$ cat config.mk
export PLATFORM = sky130hd
export DESIGN_NAME = dam_abstract_cmd
export DESIGN_NICKNAME = d
export VERILOG_FILES = /design/src/logic/dam_pkg.sv /design/src/logic/dam_abstract_cmd.sv /design/src/logic/dam_cmd_check.sv
export VERILOG_INCLUDE_DIRS = /design/src /design/src/logic
export SDC_FILE = /design/constraint.sdc
export NUM_CORES = 1
export LEC_CHECK = 0
export BUFFER_PORTS_ARGS = -buffer_cell sky130_fd_sc_hd__buf_2
export CORE_MARGIN = 1
export CORE_UTILIZATION = 52
export DETAILED_ROUTE_END_ITERATION = 10
export HOLD_SLACK_MARGIN = 0.06
export PLACE_DENSITY_LB_ADDON = 0.08
export SLEW_MARGIN = 20
export SYNTH_ARGS = -nofsm -noshare
export SYNTH_HDL_FRONTEND = slang
export SYNTH_SLANG_ARGS = --single-unit
$ cat constraint.sdc
create_clock -name clk_sys -period 2.9 [get_ports clk_sys]
set_input_delay 0 -clock clk_sys [delete_from_list [all_inputs] [get_ports clk_sys]]
set_output_delay 0 -clock clk_sys [all_outputs]
set_load 0.03 [all_outputs]
$ cat src/logic/dam_map.svh
// Offsets, field positions, codes and reset values of the command block
`ifndef DAM_MAP_SVH
`define DAM_MAP_SVH
// Register offsets on the debug module interface
`define DAM_A_DATAW 7'h04
`define DAM_A_ADDRW 7'h05
`define DAM_A_CS 7'h16
`define DAM_A_CMD 7'h17
`define DAM_A_AUTO 7'h18
// Command word field positions
`define DAM_F_TYPE 24
`define DAM_F_VIRT 23
`define DAM_F_SZ 20
`define DAM_F_POST 19
`define DAM_F_PEXEC 18
`define DAM_F_XFER 17
`define DAM_F_WR 16
// Status word field positions
`define DAM_F_BUSY 12
`define DAM_F_ERR 8
`define DAM_DATACOUNT 4'h2
// Command kinds, sizes and register number limits
`define DAM_T_REG 8'h00
`define DAM_T_MEM 8'h02
`define DAM_SZ_WORD 3'h2
`define DAM_GPR_LAST 16'h101F
// Error codes
`define DAM_E_NONE 3'h0
`define DAM_E_BUSY 3'h1
`define DAM_E_CMD 3'h2
`define DAM_E_EXC 3'h3
`define DAM_E_HALT 3'h4
`define DAM_E_BUS 3'h5
// Reset values
`define DAM_CMD_RST 32'h0022_0000
`define DAM_AUTO_RST 2'h0
`endif

$ cat src/logic/dam_pkg.sv
// Types shared by the command block files
package dam_pkg;
    typedef enum logic [1:0] {dam_idle, dam_reg, dam_mem} dam_state_t;
    typedef enum logic [1:0] {dam_k_none, dam_k_reg, dam_k_mem} dam_kind_t;
    typedef enum logic [2:0] {
        dam_r_sys, dam_r_ilm, dam_r_dlm, dam_r_irq, dam_r_hole
    } dam_rgn_t;
    typedef struct packed {
        dam_state_t st;
        logic busy;
        logic [2:0] cmderr;
        logic [31:0] cmd;
        logic [31:0] dataw;
        logic [31:0] addrw;
        logic [31:0] rdata;
        logic [1:0] auto_ex;
        logic ack;
        logic reg_req;
        logic mem_req;
    } dam_regs_t;
endpackage

$ cat src/logic/dam_abstract_cmd.sv
// Abstract register and memory command executor with auto-execute
`timescale 1ns/10ps
`default_nettype none
`include "dam_map.svh"

module dam_abstract_cmd
    import dam_pkg::*;
#(
    parameter logic [31:0] INT_BASE = 32'hF000_0000,
    parameter logic [31:0] ILM_BASE = 32'hF000_0000,
    parameter logic [31:0] DLM_BASE = 32'hF004_0000,
    parameter logic [31:0] IRQ_BASE = 32'hF00C_0000,
    parameter int LOCAL_AW = 16
) (
    input wire logic clk_sys,
    input wire logic rst,
    input wire logic dmi_req,
    input wire logic dmi_wr,
    input wire logic [6:0] dmi_addr,
    input wire logic [31:0] dmi_wdata,
    output logic [31:0] dmi_rdata,
    output logic dmi_ack,
    input wire logic halted,
    output logic cmd_busy,
    output logic [2:0] cmd_err,
    output logic reg_req,
    output logic reg_wr,
    output logic [15:0] reg_num,
    output logic [31:0] reg_wdata,
    input wire logic reg_ack,
    input wire logic [31:0] reg_rdata,
    output logic mem_req,
    output logic mem_wr,
    output logic [31:0] mem_addr,
    output logic [1:0] mem_size,
    output logic [31:0] mem_wdata,
    input wire logic mem_ack,
    input wire logic mem_err,
    input wire logic [31:0] mem_rdata
);
    localparam dam_regs_t Q_RST = '{
        st: dam_idle,
        busy: 1'b0,
        cmderr: `DAM_E_NONE,
        cmd: `DAM_CMD_RST,
        dataw: 32'h0000_0000,
        addrw: 32'h0000_0000,
        rdata: 32'h0000_0000,
        auto_ex: `DAM_AUTO_RST,
        ack: 1'b0,
        reg_req: 1'b0,
        mem_req: 1'b0
    };

    dam_regs_t q;
    dam_regs_t n;
    logic start;
    logic [31:0] chk_cmd;
    logic [31:0] chk_addr;
    logic [2:0] chk_err;
    dam_kind_t chk_kind;
    logic [31:0] bump;

    // New command word or new address is checked in its own cycle
    assign chk_cmd = (dmi_req && dmi_wr && dmi_addr == `DAM_A_CMD) ?
        dmi_wdata : q.cmd;
    assign chk_addr = (dmi_req && dmi_wr && dmi_addr == `DAM_A_ADDRW) ?
        dmi_wdata : q.addrw;
    assign bump = 32'h0000_0001 << q.cmd[`DAM_F_SZ +: 2];

    dam_cmd_check #(
        .INT_BASE(INT_BASE),
        .ILM_BASE(ILM_BASE),
        .DLM_BASE(DLM_BASE),
        .IRQ_BASE(IRQ_BASE),
        .LOCAL_AW(LOCAL_AW)
    ) u_check (
        .cmd(chk_cmd),
        .addr(chk_addr),
        .halted(halted),
        .err(chk_err),
        .kind(chk_kind)
    );

    // Register access, command launch and completion
    always_comb begin
        logic busy_hit;
        logic [31:0] cw;
        busy_hit = 1'b0;
        cw = dmi_wdata;
        n = q;
        start = 1'b0;
        n.ack = 1'b0;
        if (dmi_req) begin
            n.ack = 1'b1;
            n.rdata = 32'h0000_0000;
            if (dmi_addr == `DAM_A_DATAW) begin
                n.rdata = q.dataw;
                if (q.busy) begin
                    busy_hit = 1'b1;
                end else begin
                    if (dmi_wr) begin
                        n.dataw = dmi_wdata;
                    end
                    start = q.auto_ex[0] && q.cmderr == `DAM_E_NONE;
                end
            end else if (dmi_addr == `DAM_A_ADDRW) begin
                n.rdata = q.addrw;
                if (q.busy) begin
                    busy_hit = 1'b1;
                end else begin
                    if (dmi_wr) begin
                        n.addrw = dmi_wdata;
                    end
                    start = q.auto_ex[1] && q.cmderr == `DAM_E_NONE;
                end
            end else if (dmi_addr == `DAM_A_CS) begin
                n.rdata[`DAM_F_BUSY] = q.busy;
                n.rdata[`DAM_F_ERR +: 3] = q.cmderr;
                n.rdata[3:0] = `DAM_DATACOUNT;
                if (dmi_wr) begin
                    n.cmderr = q.cmderr & ~dmi_wdata[`DAM_F_ERR +: 3];
                end
            end else if (dmi_addr == `DAM_A_CMD) begin
                if (dmi_wr) begin
                    if (q.busy) begin
                        busy_hit = 1'b1;
                    end else if (q.cmderr == `DAM_E_NONE) begin
                        if (cw[31:24] == `DAM_T_MEM) begin
                            cw[`DAM_F_VIRT] = 1'b0;
                            cw[18:17] = 2'h0;
                            cw[15:0] = 16'h0000;
                        end
                        n.cmd = cw;
                        start = 1'b1;
                    end
                end
            end else if (dmi_addr == `DAM_A_AUTO) begin
                n.rdata = {30'h0000_0000, q.auto_ex};
                if (dmi_wr) begin
                    if (q.busy) begin
                        busy_hit = 1'b1;
                    end else begin
                        n.auto_ex = dmi_wdata[1:0];
                    end
                end
            end
        end
        // Busy collisions set the code only when it was clear
        if (busy_hit && q.cmderr == `DAM_E_NONE) begin
            n.cmderr = `DAM_E_BUSY;
        end
        // Launch or refuse a started command
        if (start) begin
            if (chk_err != `DAM_E_NONE) begin
                n.cmderr = chk_err;
            end else if (chk_kind == dam_k_reg) begin
                n.st = dam_reg;
                n.reg_req = 1'b1;
            end else if (chk_kind == dam_k_mem) begin
                n.st = dam_mem;
                n.mem_req = 1'b1;
            end
        end
        // Completion; error set after the clear so it wins
        case (q.st)
            dam_reg: begin
                if (reg_ack) begin
                    n.reg_req = 1'b0;
                    n.st = dam_idle;
                    if (!q.cmd[`DAM_F_WR]) begin
                        n.dataw = reg_rdata;
                    end
                end
            end
            dam_mem: begin
                if (mem_ack) begin
                    n.mem_req = 1'b0;
                    n.st = dam_idle;
                    if (mem_err) begin
                        n.cmderr = `DAM_E_BUS;
                    end else begin
                        if (!q.cmd[`DAM_F_WR]) begin
                            n.dataw = mem_rdata;
                        end
                        if (q.cmd[`DAM_F_POST]) begin
                            n.addrw = q.addrw + bump;
                        end
                    end
                end
            end
            default: begin
            end
        endcase
        n.busy = n.st != dam_idle;
    end

    // State register
    always_ff @(posedge clk_sys) begin
        if (rst) begin
            q <= Q_RST;
        end else begin
            q <= n;
        end
    end

    // Outputs straight from the state flops
    assign dmi_rdata = q.rdata;
    assign dmi_ack = q.ack;
    assign cmd_busy = q.busy;
    assign cmd_err = q.cmderr;
    assign reg_req = q.reg_req;
    assign reg_wr = q.cmd[`DAM_F_WR];
    assign reg_num = q.cmd[15:0];
    assign reg_wdata = q.dataw;
    assign mem_req = q.mem_req;
    assign mem_wr = q.cmd[`DAM_F_WR];
    assign mem_addr = q.addrw;
    assign mem_size = q.cmd[`DAM_F_SZ +: 2];
    assign mem_wdata = q.dataw;

    wire cmd_wr = dmi_req && dmi_wr && dmi_addr == `DAM_A_CMD;
endmodule // dam_abstract_cmd
`default_nettype wire

$ cat src/logic/dam_cmd_check.sv
// Command legality check and memory region decode
`timescale 1ns/10ps
`default_nettype none
`include "dam_map.svh"
module dam_cmd_check
    import dam_pkg::*;
#(
    parameter logic [31:0] INT_BASE = 32'hF000_0000,
    parameter logic [31:0] ILM_BASE = 32'hF000_0000,
    parameter logic [31:0] DLM_BASE = 32'hF004_0000,
    parameter logic [31:0] IRQ_BASE = 32'hF00C_0000,
    parameter int LOCAL_AW = 16
) (
    input wire logic [31:0] cmd,
    input wire logic [31:0] addr,
    input wire logic halted,
    output logic [2:0] err,
    output dam_kind_t kind
);
    if (LOCAL_AW < 8 || LOCAL_AW > 27) begin : g_aw_bad
        $error("LOCAL_AW must lie in 8..27");
    end

    // Region of an address
    function automatic dam_rgn_t rgn_of(input logic [31:0] a);
        dam_rgn_t r;
        r = dam_r_sys;
        if ((a >> LOCAL_AW) == (ILM_BASE >> LOCAL_AW)) begin
            r = dam_r_ilm;
        end else if ((a >> LOCAL_AW) == (DLM_BASE >> LOCAL_AW)) begin
            r = dam_r_dlm;
        end else if ((a >> LOCAL_AW) == (IRQ_BASE >> LOCAL_AW)) begin
            r = dam_r_irq;
        end else if (a[31:28] == INT_BASE[31:28]) begin
            r = dam_r_hole;
        end
        return r;
    endfunction

    logic [2:0] sz;
    logic narrow_bad;
    assign sz = cmd[`DAM_F_SZ +: 3];
    // Narrow sizes only reach data memory and system
    assign narrow_bad = (sz != `DAM_SZ_WORD) &&
        (rgn_of(addr) == dam_r_ilm || rgn_of(addr) == dam_r_irq);

    // Error code and kind of work for a command
    always_comb begin
        err = `DAM_E_NONE;
        kind = dam_k_none;
        if (!halted) begin
            err = `DAM_E_HALT;
        end else if (cmd[31:24] == `DAM_T_REG) begin
            if (cmd[`DAM_F_PEXEC]) begin
                err = `DAM_E_CMD;
            end else if (cmd[`DAM_F_XFER]) begin
                if (sz != `DAM_SZ_WORD) begin
                    err = `DAM_E_CMD;
                end else if (cmd[15:0] > `DAM_GPR_LAST) begin
                    err = `DAM_E_EXC;
                end else begin
                    kind = dam_k_reg;
                end
            end
        end else if (cmd[31:24] == `DAM_T_MEM) begin
            if (sz > `DAM_SZ_WORD) begin
                err = `DAM_E_CMD;
            end else if (rgn_of(addr) == dam_r_hole) begin
                err = `DAM_E_EXC;
            end else if (narrow_bad) begin
                err = `DAM_E_EXC;
            end else begin
                kind = dam_k_mem;
            end
        end else begin
            err = `DAM_E_CMD;
        end
    end
endmodule // dam_cmd_check
`default_nettype wire

==> tab_implementation.tex <==
\begin{tabular}{lr}
\hline
Metric & Value \\
\hline
\multicolumn{2}{l}{\textbf{Clock network}} \\
\quad TritonCTS clock tree & yes \\
\quad Num CTS Buffers & 17 \\
\quad Maximum buffer depth of the clock tree & 2 \\
\quad Clock network latency to the later pin of the worst-skew pair & 0.43 ns \\
\quad Clock sink count & approximately 140 \\
\quad Number of resized instances in the post-cts repair step & 0 \\
\quad Worst-path clk slew & 0.06 ns \\
\quad Deepest level of the CTS H-tree & 4 \\
\quad Clock root buffer & sky130\_fd\_sc\_hd\_\_clkbuf\_16 \\
\multicolumn{2}{l}{\textbf{STA}} \\
\quad Final hold viol count & 0 \\
\quad Max-Slew Margin vs Limit & between 50 and 60\% \\
\quad Actual transition at the worst max-transition pin & between 0.7 and 0.8 ns \\
\quad Setup repair after global routing missed its margin & false \\
\quad Max Clk Rate & 389.9 MHz \\
\quad Worst hold margin & a little over 0.09 ns \\
\quad Worst path setup slack after routing & between 0.3 and 0.4 ns \\
\quad Final setup TNS & 0 ns \\
\quad Worst Clk Skew & about 0.0058 ns \\
\quad Final Critical Period & 2.565 ns \\
\quad Final Slew Violations & 0 \\
\quad Final cycle utilization of the critical path & roughly nine tenths \\
\quad Endpoints failing setup & 0 \\
\multicolumn{2}{l}{\textbf{Die}} \\
\quad Top-Level Pins & between 200 and 300 \\
\quad Die boundary height & approximately 130 µm \\
\quad Site Rows & 46 \\
\quad Die Wd & 130.7 µm \\
\quad Initial cell density of the core & a little over half \\
\quad Core footprint & 16060 µm² \\
\quad Area of the die & $\sim$17000 µm² \\
\multicolumn{2}{l}{\textbf{Pwr}} \\
\quad Power per cell area & approximately 420 nW/µm² \\
\quad Peak ir drop on the vdd network & around 0.37 mV \\
\quad Post-layout power & around 4.5 mW \\
\quad Reported leakage power & between 4 and 5 nW \\
\multicolumn{2}{l}{\textbf{Logic synthesis}} \\
\quad Synthesized net count & about 1200 \\
\quad Post-Synth Adder-Cell Area & between 1 and 1.5\% \\
\quad Warnings from Yosys & 0 \\
\quad Share of Yosys cell area claimed by the top area cell type & roughly a third \\
\quad Fraction of registers with async set/reset & 0\% \\
\quad Ranking of synthesized cells by area & sky130\_fd\_sc\_hd\_\_dfxtp\_1, sky130\_fd\_sc\_hd\_\_buf\_4, sky130\_fd\_sc\_hd\_\_a21oi\_1 \\
\quad Main synth FF type & sky130\_fd\_sc\_hd\_\_dfxtp\_1 \\
\quad Post-synthesis share of cell area spent on xor and xnor gates & less than 1\% \\
\quad Simple-gate area share of the yosys netlist & between 20\% and 30\% \\
\quad Syn avg cell area & $\sim$8.2 µm² \\
\quad FF+latch count, synth & between 100 and 150 \\
\quad Share of synthesized area occupied by flip-flops and latches & between 30 and 40\% \\
\quad Netlist area before placement & about 8600 µm² \\
\quad Combinational family with the most area after synthesis & simple AND/OR/NAND/NOR gates \\
\quad Proportion of synthesized area in mux cells & under 10\% \\
\quad Complex-gate fraction of the synthesized area & 20.45\% \\
\quad Post-synthesis cell type count & 69 \\
\quad Post-synth EDFFs & 0 \\
\quad Post-synthesis instance total & roughly 1100 \\
\quad Cell type with the largest total area after synthesis & sky130\_fd\_sc\_hd\_\_dfxtp\_1 \\
\multicolumn{2}{l}{\textbf{Finish}} \\
\quad \# nets final & roughly 1400 \\
\quad Relative area change from synthesis to final layout & 23.83\% \\
\quad Post-route cell area & 10670 µm² \\
\quad Non-filler cells in the finished layout & 1477 \\
\quad Share of final-layout standard cells stronger than drive strength 1 & roughly 29\% \\
\quad Number of diodes & 0 \\
\quad Core utilization of the finished layout & between 60 and 70\% \\
\multicolumn{2}{l}{\textbf{Route}} \\
\quad WL/cell & 19.25 µm \\
\quad Residual DRC & 0 \\
\quad Violation count after the first detailed-route iteration & between 700 and 800 \\
\quad Via Count & 8606 \\
\quad DR pass1 iterations & 5 \\
\quad Vias/cell & roughly 5.8 \\
\quad Total length of routed wires & roughly 28000 µm \\
\quad Antenna-violating nets left & 0 \\
\multicolumn{2}{l}{\textbf{Placed design}} \\
\quad Post-place setup slack & approximately 0.35 ns \\
\quad Sum of net half-perimeters after detailed placement & 19300 µm \\
\quad Count of input and output buffers & $\sim$270 \\
\quad Inst Count DP & about 1300 \\
\quad Placed Instance Area & 9032 µm² \\
\quad RD Place Congestion & around 0.93 \\
\multicolumn{2}{l}{\textbf{Worst setup path}} \\
\quad Worst setup EP type & register \\
\quad CP startpoint kind & register \\
\quad Arrival time of data at the critical path endpoint & 2.84 ns \\
\quad Required @ worst endpoint & approximately 3.2 ns \\
\quad CP Class & reg -> reg \\
\quad CP max FO & 9 \\
\multicolumn{2}{l}{\textbf{Global routing}} \\
\quad Antenna violations before repair & 0 \\
\quad Remaining Overflow, GRT & 0 \\
\quad Largest net degree at the start of global routing & slightly below 70 \\
\quad Global-route wire length before repair & 42320 µm \\
\quad Global-route total usage across every layer & between 30 and 40\% \\
\quad Vias in the first global route & between 7000 and 8000 \\
\multicolumn{2}{l}{\textbf{Outcome}} \\
\quad Status & finished clean \\
\multicolumn{2}{l}{\textbf{Run}} \\
\quad Max-cap violation count & 0 \\
\multicolumn{2}{l}{\textbf{Worst hold path}} \\
\quad Worst hold-check path type & in -> reg \\
\hline
\end{tabular}
==> worst paths after layout <==
kind / from / to / slack [ns] / cells past startpoint
worst max-delay path: mem_size[0] / mem_addr[30] / 0.34 / 10
worst min-delay path: dmi_req / dmi_rdata[23] / 0.09 / 3
worst max register to register: mem_size[0] / mem_addr[30] / 0.34 / 10
worst min register to register: reg_num[1] / reg_num[1] / 0.45 / 2
==> worst max-delay path, stage by stage, from the launching register on <==
cell                        delay, ns
sky130_fd_sc_hd__dfxtp_1         0.35
sky130_fd_sc_hd__nor2_1          0.13
sky130_fd_sc_hd__ha_1            0.18
sky130_fd_sc_hd__inv_1           0.06
sky130_fd_sc_hd__fa_1            0.40
sky130_fd_sc_hd__nor2b_1         0.16
sky130_fd_sc_hd__o21a_1          0.16
sky130_fd_sc_hd__o2111ai_2       0.27
sky130_fd_sc_hd__nor3_1          0.40
sky130_fd_sc_hd__and4_1          0.25
sky130_fd_sc_hd__nor4_1          0.05
==> placed cells by master (no fill, tap or decap), types with 9 or more instances in the layout <==
master and instances:
sky130_fd_sc_hd__buf_2 264, sky130_fd_sc_hd__dfxtp_1 138, sky130_fd_sc_hd__dlygate4sd3_1 104, sky130_fd_sc_hd__nand2_1 86, sky130_fd_sc_hd__a21oi_1 81, sky130_fd_sc_hd__nor2_1 75
sky130_fd_sc_hd__nand3_1 58, sky130_fd_sc_hd__mux2i_1 38, sky130_fd_sc_hd__a22oi_1 36, sky130_fd_sc_hd__o22a_1 32, sky130_fd_sc_hd__nand2b_1 28, sky130_fd_sc_hd__mux2_2 28
sky130_fd_sc_hd__buf_4 25, sky130_fd_sc_hd__and3_1 21, sky130_fd_sc_hd__o21ai_0 19, sky130_fd_sc_hd__nor4_1 18, sky130_fd_sc_hd__inv_1 17, sky130_fd_sc_hd__a211oi_1 17
sky130_fd_sc_hd__clkbuf_16 17, sky130_fd_sc_hd__nor3_1 16, sky130_fd_sc_hd__a31oi_1 9
==> metal layers <==
metal | vias up | global-route usage (%) | wire [µm]
li1 | 4057 | - | -
met1 | 4070 | 40.98 | 12150
met2 | 412 | 55.40 | 13580
met3 | 67 | 5.985 | 1955
met4 | 0 | 12.98 | 753
met5 | - | 0 | 0
==> kinds of logic (layout without fill, tap and decap cells) <==
family	Yosys count	count (layout)
adder cells (fa/ha/maj)	7	7
flip-flops	138	138
buffers and inverters	236	443
multiplexers	66	66
XOR/XNOR	2	2
AND/OR/NAND/NOR	352	352
AO/OA/AOI/OAI	253	253
==> cell usage after synthesis (3+ instances only) <==
cell / count
sky130_fd_sc_hd__dfxtp_1: 138
sky130_fd_sc_hd__mux2i_1: 38
sky130_fd_sc_hd__o22a_1: 32
sky130_fd_sc_hd__buf_2: 10
sky130_fd_sc_hd__and3_1: 21
sky130_fd_sc_hd__a211oi_1: 17
sky130_fd_sc_hd__and4_1: 6
sky130_fd_sc_hd__nand3b_1: 4
sky130_fd_sc_hd__nand2_1: 86
sky130_fd_sc_hd__nor4_1: 18
sky130_fd_sc_hd__o21ai_0: 19
sky130_fd_sc_hd__buf_4: 150
sky130_fd_sc_hd__o21a_1: 6
sky130_fd_sc_hd__a311oi_1: 6
sky130_fd_sc_hd__mux2_2: 28
sky130_fd_sc_hd__a22oi_1: 36
sky130_fd_sc_hd__ha_1: 6
sky130_fd_sc_hd__nor3b_1: 4
sky130_fd_sc_hd__clkbuf_1: 56
sky130_fd_sc_hd__o2111ai_1: 3
sky130_fd_sc_hd__a2111oi_0: 5
sky130_fd_sc_hd__inv_1: 17
sky130_fd_sc_hd__buf_1: 3
sky130_fd_sc_hd__a21o_1: 4
sky130_fd_sc_hd__nand4_1: 7
sky130_fd_sc_hd__nor2_1: 77
sky130_fd_sc_hd__o221ai_1: 5
sky130_fd_sc_hd__or4_1: 4
sky130_fd_sc_hd__nor3_1: 18
sky130_fd_sc_hd__nor2b_1: 3
sky130_fd_sc_hd__nand3_1: 58
sky130_fd_sc_hd__a31oi_1: 9
sky130_fd_sc_hd__o41ai_1: 3
sky130_fd_sc_hd__nand2b_1: 28
sky130_fd_sc_hd__a21oi_1: 81
==> power by group <==
group	switching, mW	internal, mW
Clock	0.847	1.37
Combinational	0.205	0.163
Sequential	0.00695	1.90
Total	1.06	3.44
==> state kept, by name, indices dropped and copies added, names as in the netlist <==
register,cells
dmi_rdata,32
mem_wdata,32
mem_wr,1
cmd_busy,1
cmd_err,3
mem_size,2
mem_req,1
q,16
reg_num,16
dmi_ack,1
reg_req,1
mem_addr,32
==> final cells by class <==
type	count	area (µm²)
repair buffers	394	2570
flip-flops and latches	138	2763
well taps	216	270.3
clock inverters	12	148.9
clock buffers	20	446.7
inverters	17	63.81
multi-input cells	680	4407
fillers	1361	5389
==> timing repair <==
item / 4_1_cts / 5_1_grt
setup buffers: 0 / 0
hold buffers: 104 / 0
endpoints found under the hold margin: 100 / 0
(Power assumes the default switching activity.)
